**src/common/rmtc_pkg.sv**
```systemverilog
package rmtc_pkg;
  // ------------------------------------------------------------
  // Sizes
  // ------------------------------------------------------------
  localparam int ADDR_W = 24;
  localparam int NUM_SRC = 8;
  localparam int SRC_W = 3;
  localparam int CNT_W = 8;
  // ------------------------------------------------------------
  // Register offsets
  // ------------------------------------------------------------
  localparam logic [3:0] OFS_SRC_ADDR = 4'h0;
  localparam logic [3:0] OFS_DST_ADDR = 4'h1;
  localparam logic [3:0] OFS_COUNT_A = 4'h2;
  localparam logic [3:0] OFS_BLOCK_COUNT = 4'h3;
  localparam logic [3:0] OFS_MODE = 4'h4;
  localparam logic [3:0] OFS_ENABLE = 4'h5;
  localparam logic [3:0] OFS_STATUS = 4'h6;
  // ------------------------------------------------------------
  // Mode register fields
  // ------------------------------------------------------------
  localparam int MODE_SIZE_BIT = 0;
  localparam int MODE_SRC_MODE_LSB = 1;
  localparam int MODE_DST_MODE_LSB = 3;
  localparam int MODE_RPT_DST_BIT = 5;
  localparam int MODE_ISEL_BIT = 6;
  localparam logic [1:0] AM_FIXED = 2'h0;
  localparam logic [1:0] AM_INC = 2'h1;
  localparam logic [1:0] AM_DEC = 2'h2;
  // ------------------------------------------------------------
  // Reset values
  // ------------------------------------------------------------
  localparam logic [31:0] RST_ADDR = 32'h0000_0000;
  localparam logic [15:0] RST_COUNT_A = 16'h0000;
  localparam logic [15:0] RST_BLOCK_COUNT = 16'h0000;
  localparam logic [6:0] RST_MODE = 7'h00;
  localparam logic [7:0] RST_ENABLE = 8'h00;
endpackage

```
**src/verilog/rmtc_addr_step.sv**
```systemverilog
`timescale 1ns/100ps
module rmtc_addr_step #(
  parameter int W = 24
) (
  input wire logic [W-1:0] i_addr,
  input wire logic [1:0] i_mode,
  input wire logic i_word,
  output logic [W-1:0] o_addr
);
  logic [W-1:0] step;

  always_comb begin
    step = i_word ? W'(2) : W'(1);
    unique case (i_mode)
      rmtc_pkg::AM_INC: o_addr = i_addr + step;
      rmtc_pkg::AM_DEC: o_addr = i_addr - step;
      default: o_addr = i_addr;
    endcase
  end
endmodule

```
**src/verilog/rmtc_prio_enc.sv**
```systemverilog
`timescale 1ns/100ps
module rmtc_prio_enc #(
  parameter int N = 8,
  parameter int W = 3
) (
  input wire logic [N-1:0] i_req,
  output logic o_any,
  output logic [W-1:0] o_idx
);
  // Bit 0 is the lowest vector number, so it wins
  always_comb begin
    o_any = 1'b0;
    o_idx = '0;
    for (int i = N - 1; i >= 0; i--) begin
      if (i_req[i]) begin
        o_any = 1'b1;
        o_idx = W'(i);
      end
    end
  end
endmodule

```
**src/verilog/rmtc_repeat_ctrl.sv**
```systemverilog
`timescale 1ns/100ps
module rmtc_repeat_ctrl #(
  parameter int NUM_SRC = rmtc_pkg::NUM_SRC,
  parameter logic [NUM_SRC-1:0] SRC_PRESENT = 8'hef
) (
  input wire logic I_MCLK,
  input wire logic I_RSTN,
  input wire logic [3:0] I_REG_ADDR,
  input wire logic [31:0] I_REG_WDATA,
  input wire logic I_REG_WR,
  input wire logic I_REG_RD,
  output logic [31:0] O_REG_RDATA,
  input wire logic [NUM_SRC-1:0] I_ACT_REQ,
  output logic [NUM_SRC-1:0] O_ACT_ACK,
  output logic O_BUS_RD,
  output logic O_BUS_WR,
  output logic O_BUS_WORD,
  output logic [rmtc_pkg::ADDR_W-1:0] O_BUS_ADDR,
  output logic [15:0] O_BUS_WDATA,
  input wire logic [15:0] I_BUS_RDATA,
  input wire logic I_BUS_DONE,
  output logic O_CPU_IRQ
);
  localparam int AW = rmtc_pkg::ADDR_W;
  localparam int SW = rmtc_pkg::SRC_W;

  typedef enum logic [1:0] {ST_IDLE, ST_READ, ST_WRITE, ST_UPDATE} rmtc_state_e;

  // ------------------------------------------------------------
  // State
  // ------------------------------------------------------------
  rmtc_state_e state, next_state;
  logic [AW-1:0] src_addr, next_src_addr;
  logic [AW-1:0] dst_addr, next_dst_addr;
  logic [AW-1:0] rpt_base, next_rpt_base;
  logic [7:0] count_reload_value, next_count_reload_value;
  logic [7:0] count_working_value, next_count_working_value;
  logic [15:0] block_count_register, next_block_count_register;
  logic [6:0] mode, next_mode;
  logic [NUM_SRC-1:0] activation_enable_bit, next_activation_enable_bit;
  logic [15:0] data, next_data;
  logic [SW-1:0] cur_src, next_cur_src;
  logic [NUM_SRC-1:0] ack, next_ack;
  logic [31:0] rdata, next_rdata;
  logic [15:0] xfer_total, next_xfer_total;

  logic [NUM_SRC-1:0] gated_req;
  logic req_any;
  logic [SW-1:0] req_idx;
  logic word;
  logic rpt_dst;
  logic [AW-1:0] src_step, dst_step;

  assign word = mode[rmtc_pkg::MODE_SIZE_BIT];
  assign rpt_dst = mode[rmtc_pkg::MODE_RPT_DST_BIT];

  // ------------------------------------------------------------
  // Activation gating and priority
  // ------------------------------------------------------------
  // Mask and priority level of the interrupt controller do not enter here; the lowest bit of gated_req wins
  assign gated_req = I_ACT_REQ & activation_enable_bit & SRC_PRESENT;

  rmtc_prio_enc #(
    .N(NUM_SRC),
    .W(SW)
  ) u_prio (
    .i_req(gated_req),
    .o_any(req_any),
    .o_idx(req_idx)
  );

  // ------------------------------------------------------------
  // Address steppers
  // ------------------------------------------------------------
  rmtc_addr_step #(
    .W(AW)
  ) u_src_step (
    .i_addr(src_addr),
    .i_mode(mode[rmtc_pkg::MODE_SRC_MODE_LSB +: 2]),
    .i_word(word),
    .o_addr(src_step)
  );

  rmtc_addr_step #(
    .W(AW)
  ) u_dst_step (
    .i_addr(dst_addr),
    .i_mode(mode[rmtc_pkg::MODE_DST_MODE_LSB +: 2]),
    .i_word(word),
    .o_addr(dst_step)
  );

  // ------------------------------------------------------------
  // Registers and transfer sequencer
  // ------------------------------------------------------------
  always_comb begin
    next_state = state;
    next_src_addr = src_addr;
    next_dst_addr = dst_addr;
    next_rpt_base = rpt_base;
    next_count_reload_value = count_reload_value;
    next_count_working_value = count_working_value;
    next_block_count_register = block_count_register;
    next_mode = mode;
    next_activation_enable_bit = activation_enable_bit;
    next_data = data;
    next_cur_src = cur_src;
    next_ack = '0;
    next_xfer_total = xfer_total;

    unique case (state)
      ST_IDLE: begin
        if (req_any) begin
          next_cur_src = req_idx;
          next_state = ST_READ;
        end
      end
      ST_READ: begin
        if (I_BUS_DONE) begin
          next_data = word ? I_BUS_RDATA : {8'h00, I_BUS_RDATA[7:0]};
          next_state = ST_WRITE;
        end
      end
      ST_WRITE: begin
        if (I_BUS_DONE) begin
          next_state = ST_UPDATE;
        end
      end
      ST_UPDATE: begin
        next_ack[cur_src] = 1'b1;
        next_xfer_total = xfer_total + 16'h0001;
        next_src_addr = src_step;
        next_dst_addr = dst_step;
        // Count 1 ends the cycle; 8'h00 reload stands for 256
        if (count_working_value == 8'h01) begin
          next_count_working_value = count_reload_value;
          if (rpt_dst) begin
            next_dst_addr = rpt_base;
          end else begin
            next_src_addr = rpt_base;
          end
        end else begin
          next_count_working_value = count_working_value - 8'h01;
        end
        next_state = ST_IDLE;
      end
    endcase

    // Software writes land after the sequencer so the last word written wins
    if (I_REG_WR) begin
      unique case (I_REG_ADDR)
        rmtc_pkg::OFS_SRC_ADDR: begin
          next_src_addr = I_REG_WDATA[AW-1:0];
          if (!next_mode[rmtc_pkg::MODE_RPT_DST_BIT]) begin
            next_rpt_base = I_REG_WDATA[AW-1:0];
          end
        end
        rmtc_pkg::OFS_DST_ADDR: begin
          next_dst_addr = I_REG_WDATA[AW-1:0];
          if (next_mode[rmtc_pkg::MODE_RPT_DST_BIT]) begin
            next_rpt_base = I_REG_WDATA[AW-1:0];
          end
        end
        rmtc_pkg::OFS_COUNT_A: begin
          next_count_reload_value = I_REG_WDATA[15:8];
          next_count_working_value = I_REG_WDATA[7:0];
        end
        rmtc_pkg::OFS_BLOCK_COUNT: begin
          next_block_count_register = I_REG_WDATA[15:0];
        end
        rmtc_pkg::OFS_MODE: begin
          next_mode = I_REG_WDATA[6:0];
        end
        rmtc_pkg::OFS_ENABLE: begin
          next_activation_enable_bit = I_REG_WDATA[NUM_SRC-1:0];
        end
        default: begin
        end
      endcase
    end

  end

  // ------------------------------------------------------------
  // Register read-back
  // ------------------------------------------------------------
  // Zero outside the answer cycle, so a stale word is never mistaken for data
  always_comb begin
    next_rdata = 32'h0000_0000;
    if (I_REG_RD) begin
      unique case (I_REG_ADDR)
        rmtc_pkg::OFS_SRC_ADDR: next_rdata = 32'(src_addr);
        rmtc_pkg::OFS_DST_ADDR: next_rdata = 32'(dst_addr);
        rmtc_pkg::OFS_COUNT_A: next_rdata = {16'h0000, count_reload_value, count_working_value};
        rmtc_pkg::OFS_BLOCK_COUNT: next_rdata = {16'h0000, block_count_register};
        rmtc_pkg::OFS_MODE: next_rdata = {25'h0000000, mode};
        rmtc_pkg::OFS_ENABLE: next_rdata = 32'(activation_enable_bit);
        rmtc_pkg::OFS_STATUS: next_rdata = {14'h0000, state, xfer_total};
        default: next_rdata = 32'h0000_0000;
      endcase
    end
  end

  always_ff @(posedge I_MCLK or negedge I_RSTN) begin
    if (!I_RSTN) begin
      rdata <= 32'h0000_0000;
    end else begin
      rdata <= next_rdata;
    end
  end

  // ------------------------------------------------------------
  // Sequencer and register file storage
  // ------------------------------------------------------------
  always_ff @(posedge I_MCLK or negedge I_RSTN) begin
    if (!I_RSTN) begin
      state <= ST_IDLE;
      src_addr <= rmtc_pkg::RST_ADDR[AW-1:0];
      dst_addr <= rmtc_pkg::RST_ADDR[AW-1:0];
      rpt_base <= rmtc_pkg::RST_ADDR[AW-1:0];
      count_reload_value <= rmtc_pkg::RST_COUNT_A[15:8];
      count_working_value <= rmtc_pkg::RST_COUNT_A[7:0];
      block_count_register <= rmtc_pkg::RST_BLOCK_COUNT;
      mode <= rmtc_pkg::RST_MODE;
      activation_enable_bit <= rmtc_pkg::RST_ENABLE[NUM_SRC-1:0];
      data <= 16'h0000;
      cur_src <= '0;
      ack <= '0;
      xfer_total <= 16'h0000;
    end else begin
      state <= next_state;
      src_addr <= next_src_addr;
      dst_addr <= next_dst_addr;
      rpt_base <= next_rpt_base;
      count_reload_value <= next_count_reload_value;
      count_working_value <= next_count_working_value;
      block_count_register <= next_block_count_register;
      mode <= next_mode;
      activation_enable_bit <= next_activation_enable_bit;
      data <= next_data;
      cur_src <= next_cur_src;
      ack <= next_ack;
      xfer_total <= next_xfer_total;
    end
  end

  // ------------------------------------------------------------
  // Bus outputs
  // ------------------------------------------------------------
  assign O_BUS_RD = (state == ST_READ);
  assign O_BUS_WR = (state == ST_WRITE);
  assign O_BUS_WORD = word;
  assign O_BUS_ADDR = (state == ST_WRITE) ? dst_addr : src_addr;
  assign O_BUS_WDATA = data;
  assign O_ACT_ACK = ack;
  assign O_REG_RDATA = rdata;
  // Working count reloads at 1 instead of stopping at zero, so no end-of-count request exists
  assign O_CPU_IRQ = 1'b0;
endmodule
```
**config.mk**
```make
export PLATFORM = sky130hd
export DESIGN_NAME = rmtc_repeat_ctrl
export DESIGN_NICKNAME = d
export VERILOG_FILES = /design/src/common/rmtc_pkg.sv /design/src/verilog/rmtc_addr_step.sv /design/src/verilog/rmtc_prio_enc.sv /design/src/verilog/rmtc_repeat_ctrl.sv
export SDC_FILE = /design/constraint.sdc
export NUM_CORES = 1
export LEC_CHECK = 0
export ABC_AREA = 1
export BUFFER_PORTS_ARGS = -buffer_cell sky130_fd_sc_hd__buf_4
export CELL_PAD_IN_SITES_DETAIL_PLACEMENT = 1
export CELL_PAD_IN_SITES_GLOBAL_PLACEMENT = 1
export CORE_MARGIN = 2
export CORE_UTILIZATION = 47
export CTS_BUF_LIST = sky130_fd_sc_hd__clkbuf_8
export CTS_CLUSTER_SIZE = 14
export DETAILED_ROUTE_END_ITERATION = 6
export GPL_TIMING_DRIVEN = 0
export PLACE_DENSITY_LB_ADDON = 0.25
export SKIP_CTS_REPAIR_TIMING = 1
export SLEW_MARGIN = 20
export SYNTH_ARGS = -nofsm -noshare
export SYNTH_HDL_FRONTEND = slang
export SYNTH_SLANG_ARGS = --single-unit
export TNS_END_PERCENT = 30
```
**constraint.sdc**
```tcl
create_clock -name I_MCLK -period 7.2 [get_ports I_MCLK]
set_input_delay 1.44 -clock I_MCLK [delete_from_list [all_inputs] [get_ports I_MCLK]]
set_output_delay 1.44 -clock I_MCLK [all_outputs]
set_load 0.005 [all_outputs]
```
# Yosys cells after proc, flatten, opt, wreduce, memory -nomap -nowiden
# Index checks and enable logic that the tools add are counted.
# classes
add_sub_neg	6
order_cmp	2
n_eq_ne	19
muxes	45
bitwise	1
n_reduce_logical	12
# op_table
op	n
2-to-1 mux 24 bit	14
one-hot mux 24 bit (7 select lines)	1
one-hot mux 24 bit (2 select lines)	3
adder 24 bit	2
subtractor 24 bit	2
2-to-1 mux 8 bit	5
2-to-1 mux 3 bit	7
adder 16 x 1 -> 16 bit, second input constant	1
2-to-1 mux 16 bit	1
equality test 4 x 3 -> 1 bit, second input constant	3
AND reduction 2 bit	6
bitwise AND 8 bit	1
equality test 2 bit, second input constant	4
equality test 4 x 2 -> 1 bit, second input constant	2
equality test 8 x 1 -> 1 bit, second input constant	1
2-to-1 mux 1 bit	8
2-to-1 mux 2 bit	4
one-hot mux 2 bit (4 select lines)	1
subtractor 8 x 1 -> 8 bit, second input constant	1
equality test 2 x 1 -> 1 bit, second input constant	3
inequality test 2 bit, second input constant	3
equality test 4 x 1 -> 1 bit, second input constant	1
logical NOT 4 bit	1
< comparator 3 x 4 -> 1 bit, second input constant	1
other kinds (8)	9
# word_totals
regBits	196
input_bits	65
word_cells	99

# Logic depth before layout (Yosys ltp)
# Gate-level depths: netlist of run 1.
# depth
word_depth	10
mapped_depth	21
mapped_depth_nobuf	19

# Modules after synthesis
# Synthesis of run 1 repeated with hierarchy kept, for this count alone.
# hier_totals
cells_unflattened	2381
hier_area_um2	14476.4
# by_module_without_submodules
module	instances	cells_per_inst	area_per_inst_um2	seq_area_each_um2
rmtc_repeat_ctrl	1	1456	10332.4	4704.5
rmtc_addr_step at u_dst_step	1	453	2031.9	0.0
rmtc_addr_step at u_src_step	1	450	2013.2	0.0
rmtc_prio_enc	1	22	98.8	0.0

# Least setup slack after synthesis of run 1
# No wires, ideal clock.
# synth_path
path_type	in2reg
start	input I_REG_ADDR[3]
end	register rpt_base[17]
arrival_time_ns	2.807
required_ns	7.075
setup_slack_ns	4.268
path_stages	7
cell_sequence	nor2_1 -> nand2_1 -> nor2_1 -> inv_1 -> o21ai_1 -> buf_4 -> mux2_2
# synth_via
elab_chain_len	3
# synth_rtl
element	line	source
start, declared	rmtc_repeat_ctrl.sv:8	input wire logic [3:0] I_REG_ADDR,
equality test 4 x 1 -> 1 bit or logical NOT 4 bit (tied branches)	rmtc_repeat_ctrl.sv:151	unique case (I_REG_ADDR)
inequality test 2 bit (no source line) or nonzero test 2 bit (tied branches)	--	
AND reduction 4 bit (no source line)	--	
end signal, assigned	rmtc_repeat_ctrl.sv:220	rpt_base <= rmtc_pkg::RST_ADDR[AW-1:0];
end signal, assigned	rmtc_repeat_ctrl.sv:234	rpt_base <= next_rpt_base;
end, declared	rmtc_repeat_ctrl.sv:35	logic [AW-1:0] rpt_base, next_rpt_base;
# Several ways; a longest one is shown, not always the timed one.
# A chain may end at the register's enable or synchronous reset.

# Worst setup path in the final report of run 1
# layout_path
start	register state[0]
end	output O_BUS_ADDR[14] (netlist bit)
# layout_via
elab_chain_len	2
# layout_rtl
element	line	source
start, declared	rmtc_repeat_ctrl.sv:32	rmtc_state_e state, next_state;
start signal, assigned	rmtc_repeat_ctrl.sv:231	state <= next_state;
equality test 2 bit	rmtc_repeat_ctrl.sv:253	assign O_BUS_ADDR = (state == ST_WRITE) ? dst_addr : src_addr;
2-to-1 mux 24 bit	rmtc_repeat_ctrl.sv:253	
end, declared	rmtc_repeat_ctrl.sv:18	output logic [rmtc_pkg::ADDR_W-1:0] O_BUS_ADDR,
# No other way between the ends.

==> summary.txt, run 1 <==
Run status
  • Status: finished, final reports clean

Layout
  • Final core occ: 0.550
  • Final Instance Area: 0.0153 sq mm
  • Ant diodes: 0
  • Layout cells sized above 1: 0.130
  • Filler cells: 3824
  • Non-filler cells, final: 2536
  • Final nets: 2228
  • Synth-to-layout area growth: 14.7%

Drt
  • DR vias: approximately 15000
  • Routed WL: just under 60000 um
  • Antenna Violating Nets Remaining: 0
  • DRC: 0
  • Average routed wire per standard cell: 23.2 um
  • Initial drt markers: 1463
  • DR pass1 iterations: 6
  • Routed vias/inst: 6.04

Power
  • PwrDens: ~390 mW/mm^2
  • Internal power: 2800 uW
  • Comb power frac: 0.567
  • Sequential share of power: 0.304
  • Net Sw Frac: 0.529
  • Clock Power Share: 0.129
  • Max VDD drop: 172 uV
  • Leakage dissipation: slightly below 0.008 uW
  • Switching power: 3140 uW

Critical path
  • R2r setup slk: 3.75 ns
  • Worst path most repeated cell: clkbuf_1
  • Startpoint class of the critical path: flop
  • Critical path required time: approximately 5.8 ns
  • Worst reg-to-reg path cell count: 17
  • CP Class: flop to output port
  • Worst-path cell chain: inv_1 > ha_1 > clkbuf_1 > clkbuf_1 > nand2_1 > o21ai_0 > buf_4
  • Slowest-stage cell, CP: clkbuf_1
  • CP arrival: 2.94 ns
  • Largest fanout on the critical path: 10
  • Worst path max stage delay: 0.55 ns
  • CP endpoint kind: output port

Clock tree
  • CTS Buf Count: 17
  • TritonCTS clock tree: yes
  • H-tree Lvls: 4
  • Skew-Pair Late Insertion Delay: 0.52 ns
  • Max Buffers Root-to-Sink: 2
  • TritonCTS Sinks: 188
  • Clock-pin slew on the worst setup and hold paths: around 0.12 ns
  • Root buffer cell: clkbuf_8

Yosys
  • Synthesized area per cell: 6.72 sq um
  • Yosys top cell area share: 0.352
  • Cell variety after synth: 54
  • Post-synth EDFFs: 0
  • Xor-xnor portion of the synthesized cell area: 0.0316
  • Ys flop type: dfrtp_1
  • Mux cell area share after synthesis: 0.0143
  • Synth Area in Simple Gates: 0.274
  • Largest family of logic cells by synthesized area: simple AND/OR/NAND/NOR gates
  • Synthesized instance count: 1986
  • Synth area leader: dfrtp_1
  • Seq/Total Area, Yosys: 0.352
  • Post-Syn Area: between 0.01 and 0.015 sq mm
  • Yosys reg bits: 188
  • Largest cells by area after synthesis: dfrtp_1 35%, nand2_1 15%, o21ai_0 7.3%, inv_1 7.1%, a21oi_1 6.0%
  • Synth Area in Compound Gates: 0.196
  • Adder-cell area share of the yosys netlist: 0.0180
  • YS warnings: 0
  • Ys async rst share: 1.00

Global routing
  • Vias in the first global route: 15700
  • Initial antenna violation count: 2
  • First-pass GRT wire length: 89700 um
  • Congestion Overflow GR: 0
  • Largest net degree at the start of global routing: 87
  • GRT Util Overall: 0.391

STA
  • Final setup TNS: 0 ns
  • Worst slew margin: 0.375
  • Final hold vios: 0
  • Tightest Pin Transition: around 0.94 ns
  • Min Tclk post-route: roughly 4.4 ns
  • Clk_skew: between 0.02 and 0.03 ns
  • Peak Freq: approximately 230 MHz
  • Pins Over Slew Limit: 0
  • Period utilization: 0.608
  • RSZ-0062 raised after global routing: no
  • Final number of setup-violating endpoints: 0
  • Setup ws final: 2.82 ns

Floorplan
  • Ports: 149
  • Initial core utilization: 0.479
  • Die height: 173 um
  • Chip width: about 170 um
  • Die ar.: 0.0298 sq mm
  • Core Footprint: between 0.02 and 0.03 sq mm
  • Rows: 61

Place
  • Cells after DPL: 2504
  • Count of input and output buffers: 130
  • Final Wtd Congestion: approximately 1
  • Pre-CTS setup slack: ~3.5 ns
  • Dpl cell area: 0.0149 sq mm
  • DP HPWL: 46100 um

Hold path
  • Hold Path Class: flop to flop
  • Worst Hold Depth: 1

Flow run
  • Max-Cap Viols: 0
[cells in the final DEF (no fill, tap or decap), types with 17 or more instances in the layout]
master / n
nand2_1: 525
nand4_1: 21
o21ai_0: 195
a31oi_1: 19
clkbuf_1: 61
inv_1: 254
clkbuf_8: 17
buf_4: 141
nor2_2: 22
nand3_1: 103
dfrtp_1: 188
o21ai_1: 22
nor2_1: 182
xor2_1: 22
a21oi_1: 159
mux2_2: 17
[flip-flops by register name (all words and copies together) (netlist names), 16 cells and up]
name                  cells
O_BUS_WDATA              16
O_REG_RDATA              24
block_count_register     16
dst_addr                 24
rpt_base                 24
src_addr                 24
xfer_total               16
[path summary, 6_finish.rpt]
check | endpoint | from
setup / recovery | O_BUS_ADDR[14] | state[0]
hold / removal | xfer_total[14] | xfer_total[14]
setup reg to reg | dst_addr[10] | mode[3]
hold reg to reg | xfer_total[14] | xfer_total[14]
max in group asynchronous | rpt_base[0] | I_RSTN
min in group asynchronous | src_addr[19] | I_RSTN
[cells in the mapped netlist, types with 9 or more instances]
cell type	count
nand4_1	21
inv_2	10
nand3_1	103
inv_1	254
o21ai_1	22
dfrtp_1	188
ha_1	16
o22ai_1	16
clkbuf_1	61
o211ai_1	13
buf_4	12
mux2_2	17
xnor2_1	10
a31oi_1	19
xor2_1	22
o21ai_0	195
a221oi_1	11
nor2_1	182
nor2_2	22
a21oi_1	159
a211oi_1	9
buf_2	13
nand2_1	525
[cell families (layout without fill, tap and decap cells)]
kind of cell,count (synthesis),count (layout)
AO/OA/AOI/OAI,474,474
XOR/XNOR,40,40
adder cells (fa/ha/maj),18,18
buffers and inverters,365,529
flip-flops,188,188
multiplexers,17,17
other,1,9
AND/OR/NAND/NOR,883,883
[stage by stage]
stage / hold slack, ns / power (uW)
after global routing: 0.512 / 6280
after CTS: 0.488 / 5810
after global placement: 0.457 / 4880
final: 0.486 / 5930
after floorplan: 0.442 / 3680
after detailed placement: 0.468 / 5030
[power groups by stage]
stage / sequential [uW] / combinational (uW) / clock, uW
after floorplan: 1640 / 2040 / 0
after global placement: 1780 / 3110 / 0
after detailed placement: 1800 / 3240 / 0
after CTS: 1780 / 3270 / 763
after global routing: 1830 / 3650 / 800
final: 1800 / 3360 / 767
[metal layers]
layer | vias up | part of all wire | global-route usage
li1 | 6738 | - | -
met1 | 7593 | 0.41 | 0.508
met2 | 777 | 0.45 | 0.629
met3 | 217 | 0.084 | 0.0710
met4 | 2 | 0.054 | 0.195
met5 | - | 0.00017 | 0
[layout make-up]
class,instances,area (sq um),area share
repair buffers,132,1040,0.0678
clock inverters,15,181,0.0119
plain buffers,97,499,0.0326
inverters,268,1010,0.0659
multi-input cells,1441,7170,0.468
flip-flops and latches,188,4700,0.307
clock buffers,17,234,0.0153
well taps,378,473,0.0309
[worst max-delay path: cells and delay by family, from the launching register on]
family	cells	cell delay [ns]
compound gates	1	0.17
simple gates	1	0.10
fa+ha+maj	1	0.35
buf+inv	4	1.37
flops	1	0.43
Note: power is estimated with default switching activity, not from simulation.
==> inputs of run 2 (changes only) <==
--- a/config.mk
+++ b/config.mk
@@ -5,12 +5,12 @@
 export SDC_FILE = /design/constraint.sdc
 export NUM_CORES = 1
 export LEC_CHECK = 0
-export ABC_AREA = 1
+export ABC_AREA = 0
 export BUFFER_PORTS_ARGS = -buffer_cell sky130_fd_sc_hd__buf_4
 export CELL_PAD_IN_SITES_DETAIL_PLACEMENT = 1
 export CELL_PAD_IN_SITES_GLOBAL_PLACEMENT = 1
 export CORE_MARGIN = 2
-export CORE_UTILIZATION = 47
+export CORE_UTILIZATION = 42
 export CTS_BUF_LIST = sky130_fd_sc_hd__clkbuf_8
 export CTS_CLUSTER_SIZE = 14
 export DETAILED_ROUTE_END_ITERATION = 6
==> constraint.sdc (replaced) <==
create_clock -name I_MCLK -period 3.6 [get_ports I_MCLK]
set_input_delay 0.72 -clock I_MCLK [delete_from_list [all_inputs] [get_ports I_MCLK]]
set_output_delay 0.72 -clock I_MCLK [all_outputs]
set_load 0.005 [all_outputs]
==> summary.txt, run 2 <==
Run status
  • Status: finished, final reports clean

Yosys
  • Most frequent cells after synthesis: 188 x dfrtp_1, 175 x nand2_1, 131 x nor2_1, 96 x o21ai_0, 86 x mux2_2
  • Cell variety after synth: 93
  • Ys async rst share: 1.00
  • YS warnings: 0
  • Post-synth EDFFs: 0
  • Ys flop type: dfrtp_1
  • Count leader, synth: dfrtp_1
  • Synthesized area per cell: 8.62 sq um
  • Yosys top cell area share: 0.370
  • Synthesized instance count: 1474
  • Post-Syn Area: 0.0127 sq mm
  • Yosys reg bits: around 190
  • Synth area leader: dfrtp_1
  • Seq/Total Area, Yosys: 0.370
  • Largest cells by area after synthesis: dfrtp_1 37%, mux2_2 7.6%, nand2_1 5.2%, nor2_1 3.9%, o21ai_0 3.8%

Clock tree
  • Max Buffers Root-to-Sink: 2
  • CTS Buf Count: 17
  • Root buffer cell: clkbuf_8
  • H-tree Lvls: 4
  • TritonCTS Sinks: around 190
  • TritonCTS clock tree: yes
  • Clock-pin slew on the worst setup and hold paths: 0.11 ns
  • Skew-Pair Late Insertion Delay: 0.54 ns

Layout
  • Final core occ: 0.501
  • Reg area: 0.00471 sq mm
  • Synth-to-layout area growth: 17.3%
  • Multi-input gate area: 0.00743 sq mm
  • Layout cells sized above 1: 0.219
  • Ant diodes: 0
  • Final nets: between 1500 and 2000
  • Most frequent cells in the layout: 186 x dfrtp_1, 175 x nand2_1, 150 x buf_4
  • Filler cells: roughly 3500
  • Most common cell after layout, fill and taps aside: dfrtp_1

Hold path
  • Min-delay src: I_BUS_RDATA[6]
  • Hold Path Class: input pin to flop
  • Worst Hold Depth: 2

Critical path
  • CP arrival: 4.00 ns
  • Critical path required time: 4.02 ns
  • CP Class: flop to flop
  • Largest fanout on the critical path: 10
  • Startpoint class of the critical path: flop
  • Worst reg-to-reg path cell count: 15
  • Worst setup path startpoint: mode[3]
  • Reg2Reg Launch Point: mode[3]
  • CP endpoint kind: flop

Drt
  • Routed vias/inst: 6.51
  • DR vias: 13300
  • Average routed wire per standard cell: approximately 27 um
  • DR pass1 iterations: 6
  • Routed WL: 54200 um
  • Initial drt markers: approximately 1500
  • DRC: 0
  • Antenna Violating Nets Remaining: 0

STA
  • Final number of setup-violating endpoints: 0
  • RSZ-0062 raised after global routing: yes
  • Pins Over Slew Limit: 0
  • Worst slew margin: 0.276
  • Min Tclk post-route: 3.58 ns
  • Period utilization: 0.994
  • Final hold vios: 0
  • Tightest Pin Transition: 1.08 ns
  • Setup ws final: about 0.02 ns
  • Peak Freq: 279 MHz
  • Clk_skew: 0.0416 ns

Floorplan
  • Chip width: 178 um
  • Die height: 178 um
  • Rows: 63
  • Die ar.: 0.0316 sq mm
  • Initial core utilization: 0.427
  • Core Footprint: 0.0297 sq mm
  • Ports: 149

Power
  • PwrDens: 703 mW/mm^2
  • Leakage dissipation: 0.00614 uW
  • Pwr Total: between 10000 and 15000 uW
  • Max VDD drop: 365 uV

Global routing
  • Congestion Overflow GR: 0
  • First-pass GRT wire length: 80300 um
  • Initial antenna violation count: 0
  • Vias in the first global route: ~13000
  • Largest net degree at the start of global routing: 97
  • GRT Util Overall: 0.341

Place
  • DP HPWL: 40100 um
  • Final Wtd Congestion: 0.950
  • Count of input and output buffers: roughly 130
  • Pre-CTS setup slack: -0.725 ns

Flow run
  • Max-Cap Viols: 0
run 2: cell types whose count changed after synthesis, sizes merged, moves of 47 or more:
cell,before,now
nand3,104,29
inv,265,29
o21ai,219,113
nor2,208,132
a21oi,162,80
mux2,17,86
nand2,531,177
a22oi,3,50
run 2: area by class of cell:
type | count | area share
multi-input cells | 1132 | 0.499
flip-flops and latches | 188 | 0.316
repair buffers | 139 | 0.0734
plain buffers | 131 | 0.0418
well taps | 390 | 0.0328
clock buffers | 17 | 0.0157
clock inverters | 14 | 0.0139
inverters | 29 | 0.00781
run 2: metrics by stage:
step           area, sq um  hold WS, ns  std cells  setup TNS, ns
5_1_grt              14900        0.419       2040         -0.202
3_5_place_dp         14200        0.471       2001         -14.00
3_3_place_gp         14200        0.466       1999         -11.03
2_1_floorplan        12700        0.424       1482              0
4_1_cts              14700      -0.0410       2032         -15.50
6_report             14900        0.439       2040              0
run 2: power breakdown:
part           switching [uW]  internal, uW  total, uW
registers                 643          2670       3320
logic                    3410          2080       5490
clock network             942           714       1660
run 2: cell families after synthesis:
| group | Yosys count | share of synthesized area |
|---|---|---|
| and+or+nand+nor | 508 | 0.194 |
| AOI/OAI and AO/OA | 467 | 0.251 |
| DFF | 188 | 0.370 |
| buffers and inverters | 162 | 0.0571 |
| muxes | 99 | 0.0865 |
| xor gates and xnor gates | 31 | 0.0214 |
| adders and majority gates | 18 | 0.0189 |
| other | 1 | 0.000295 |
run 2: critical path: stages, from the launching register on:
cell	delay, ns
dfrtp_2	0.48
inv_2	0.10
ha_4	0.19
clkinvlp_4	0.13
buf_4	0.21
nor2_4	0.11
fa_2	0.24
nor3b_2	0.19
o21ai_2	0.13
a2111oi_4	0.40
o211ai_1	0.26
buf_4	0.23
a2111o_1	0.35
nand3_1	0.15
a41oi_1	0.13
a21oi_1	0.18
run 2: worst paths after layout:
check / to / slack [ns]
min in group asynchronous: O_BUS_WDATA[9] / 0.58
min reg2reg: O_BUS_WDATA[15] / 0.49
min: O_BUS_WDATA[6] / 0.44
max reg2reg: dst_addr[18] / 0.02
max in group asynchronous: mode[3] / 2.32
max: dst_addr[18] / 0.02
run 2: per-layer routing:
metal	wire length, um	up-vias	GRT usage	part of all wire
li1	-	5746	-	-
met1	22200	6696	0.450	0.41
met2	25200	686	0.547	0.46
met3	4570	143	0.0643	0.084
met4	2290	0	0.147	0.042
met5	0	-	0	0
==> inputs of run 3 (changes only) <==
--- a/config.mk
+++ b/config.mk
@@ -10,7 +10,7 @@
 export CELL_PAD_IN_SITES_DETAIL_PLACEMENT = 1
 export CELL_PAD_IN_SITES_GLOBAL_PLACEMENT = 1
 export CORE_MARGIN = 2
-export CORE_UTILIZATION = 42
+export CORE_UTILIZATION = 46
 export CTS_BUF_LIST = sky130_fd_sc_hd__clkbuf_8
 export CTS_CLUSTER_SIZE = 14
 export DETAILED_ROUTE_END_ITERATION = 6
==> constraint.sdc (replaced) <==
create_clock -name I_MCLK -period 3.3 [get_ports I_MCLK]
set_input_delay 0.66 -clock I_MCLK [delete_from_list [all_inputs] [get_ports I_MCLK]]
set_output_delay 0.66 -clock I_MCLK [all_outputs]
set_load 0.005 [all_outputs]
==> summary.txt, run 3 (same netlist as run 2, synthesis figures left out) <==
Power
  • Sequential share of power: 0.313
  • PwrDens: 772 mW/mm^2
  • Comb power frac: 0.543
  • Max VDD drop: 333 uV
  • Leakage dissipation: 0.00628 uW
  • Pwr Total: 11700 uW
  • Net Sw Frac: 0.492
  • Clock Power Share: 0.144
  • Switching power: 5750 uW
  • Internal power: 5920 uW

STA
  • Peak Freq: 294 MHz
  • Worst slew margin: 0.251
  • Pins Over Slew Limit: 0
  • Final setup TNS: -0.202 ns
  • Setup ws final: -0.0989 ns
  • Tightest Pin Transition: 1.12 ns
  • Final hold vios: 0
  • Final number of setup-violating endpoints: 5
  • RSZ-0062 raised after global routing: yes
  • Smallest hold slack: 0.0277 ns
  • Clk_skew: 0.0179 ns
  • Min Tclk post-route: 3.40 ns
  • Period utilization: 1.03

Clock tree
  • TritonCTS Sinks: ~190
  • TritonCTS clock tree: yes
  • Clock-pin slew on the worst setup and hold paths: 0.12 ns
  • H-tree Lvls: 4
  • CTS Buf Count: 17
  • Skew-Pair Late Insertion Delay: 0.52 ns
  • Root buffer cell: clkbuf_8
  • Max Buffers Root-to-Sink: 2

Global routing
  • Largest net degree at the start of global routing: 70
  • GRT Util Overall: 0.381
  • Initial antenna violation count: 0
  • First-pass GRT wire length: 82500 um
  • Vias in the first global route: 13700
  • Congestion Overflow GR: 0

Critical path
  • CP Class: flop to flop
  • CP arrival: between 3 and 4 ns
  • CP endpoint kind: flop
  • Reg2Reg Launch Point: mode[3]
  • Largest fanout on the critical path: 4
  • Startpoint class of the critical path: flop
  • Worst setup path startpoint: mode[3]
  • Critical path required time: roughly 3.8 ns

Run status
  • Failing checks: DRC, setup timing
  • Status: finished, violations left

Floorplan
  • Core Footprint: ~0.027 sq mm
  • Ports: 149
  • Initial core utilization: 0.470
  • Die height: 170 um
  • Rows: 60
  • Chip width: 170 um
  • Die ar.: just under 0.03 sq mm

Hold path
  • Hold Path Class: input pin to asynchronous set/reset pin

Drt
  • DRC: 8
  • Antenna Violating Nets Remaining: 0
  • Initial drt markers: 1670
  • Average routed wire per standard cell: 27.9 um
  • Routed WL: 56200 um
  • Routed vias/inst: 6.82
  • DR vias: 13700
  • DR pass1 iterations: 7

Place
  • Final Wtd Congestion: around 0.95
  • Count of input and output buffers: 127
  • DP HPWL: a little over 40000 um
  • Dpl cell area: 0.0142 sq mm

Layout
  • Final Instance Area: 0.0151 sq mm
  • Synth-to-layout area growth: 19.1%
  • Final nets: 1742
  • Ant diodes: 0
  • Most common cell after layout, fill and taps aside: dfrtp_1
  • Final core occ: 0.560
  • Layout cells sized above 1: 0.240
  • Most frequent cells in the layout: 185 x dfrtp_1, 175 x nand2_1, 168 x buf_4

Flow run
  • Max-Cap Viols: 0
-- run 3: changes by cell type in the layout (fill, tap and decap cells not counted), moves of 3 or more --
cell,delta
buf_2,-3
o21ai_1,+4
o21ai_0,-5
clkinvlp_4,-3
clkbuf_4,+3
buf_4,+18
clkinv_8,+4
bufinv_16,-3
-- run 3: path summary, 6_finish.rpt --
kind,endpoint,slack [ns],cells after the start
max,dst_addr[18],-0.1,15
min,O_BUS_WDATA[15],0.03,1
min reg2reg,xfer_total[15],0.50,1
max in group asynchronous,src_addr[11],2.16,3
max reg2reg,dst_addr[18],-0.1,15
min in group I_MCLK,O_BUS_WDATA[1],0.36,2
-- run 3: final cells by class --
cell class | count | area (sq um)
tap | 341 | 427
clock inverter | 14 | 175
multi-input combinational | 1132 | 7540
timing repair buffer | 160 | 1270
fill | 3258 | 11900
buffer | 131 | 651
clock buffer | 17 | 234
sequential | 188 | 4710
inverter | 29 | 115
-- run 3: per-layer routing --
metal | vias to the layer above | GRT usage | routed length, um
met5 | - | 0 | 0
met2 | 895 | 0.598 | 25100
met1 | 6790 | 0.487 | 21600
li1 | 5779 | - | -
met4 | 0 | 0.235 | 3920
met3 | 250 | 0.0728 | 5680
-- run 3: power by group through the flow --
stage | Sequential [uW] | Combinational [uW] | Clock [uW]
finish | 3650 | 6340 | 1680
global route | 3700 | 6700 | 1740
CTS | 3600 | 5780 | 1660
detailed placement | 3640 | 5730 | 0
global placement | 3600 | 5540 | 0
floorplan | 3370 | 3590 | 0
-- run 3: worst max-delay path: stages (launching register included) --
cell and delay, ns:
dfrtp_1 0.43, inv_2 0.10, ha_4 0.17, clkinvlp_4 0.12, buf_8 0.14, nor2_4 0.11
fa_2 0.24, nor3b_4 0.20, o21ai_2 0.10, a2111oi_4 0.43, o211ai_1 0.27, buf_4 0.24
a2111o_1 0.37, nand3_2 0.10, a41oi_2 0.13, a21oi_1 0.16
-- run 3: through the flow --
stage	setup slack, ns	instances
6_report	-0.0989	2012
5_1_grt	-0.246	2012
4_1_cts	-0.812	1983
3_5_place_dp	-0.781	1952
3_3_place_gp	-0.757	1950
2_1_floorplan	0.0281	1482
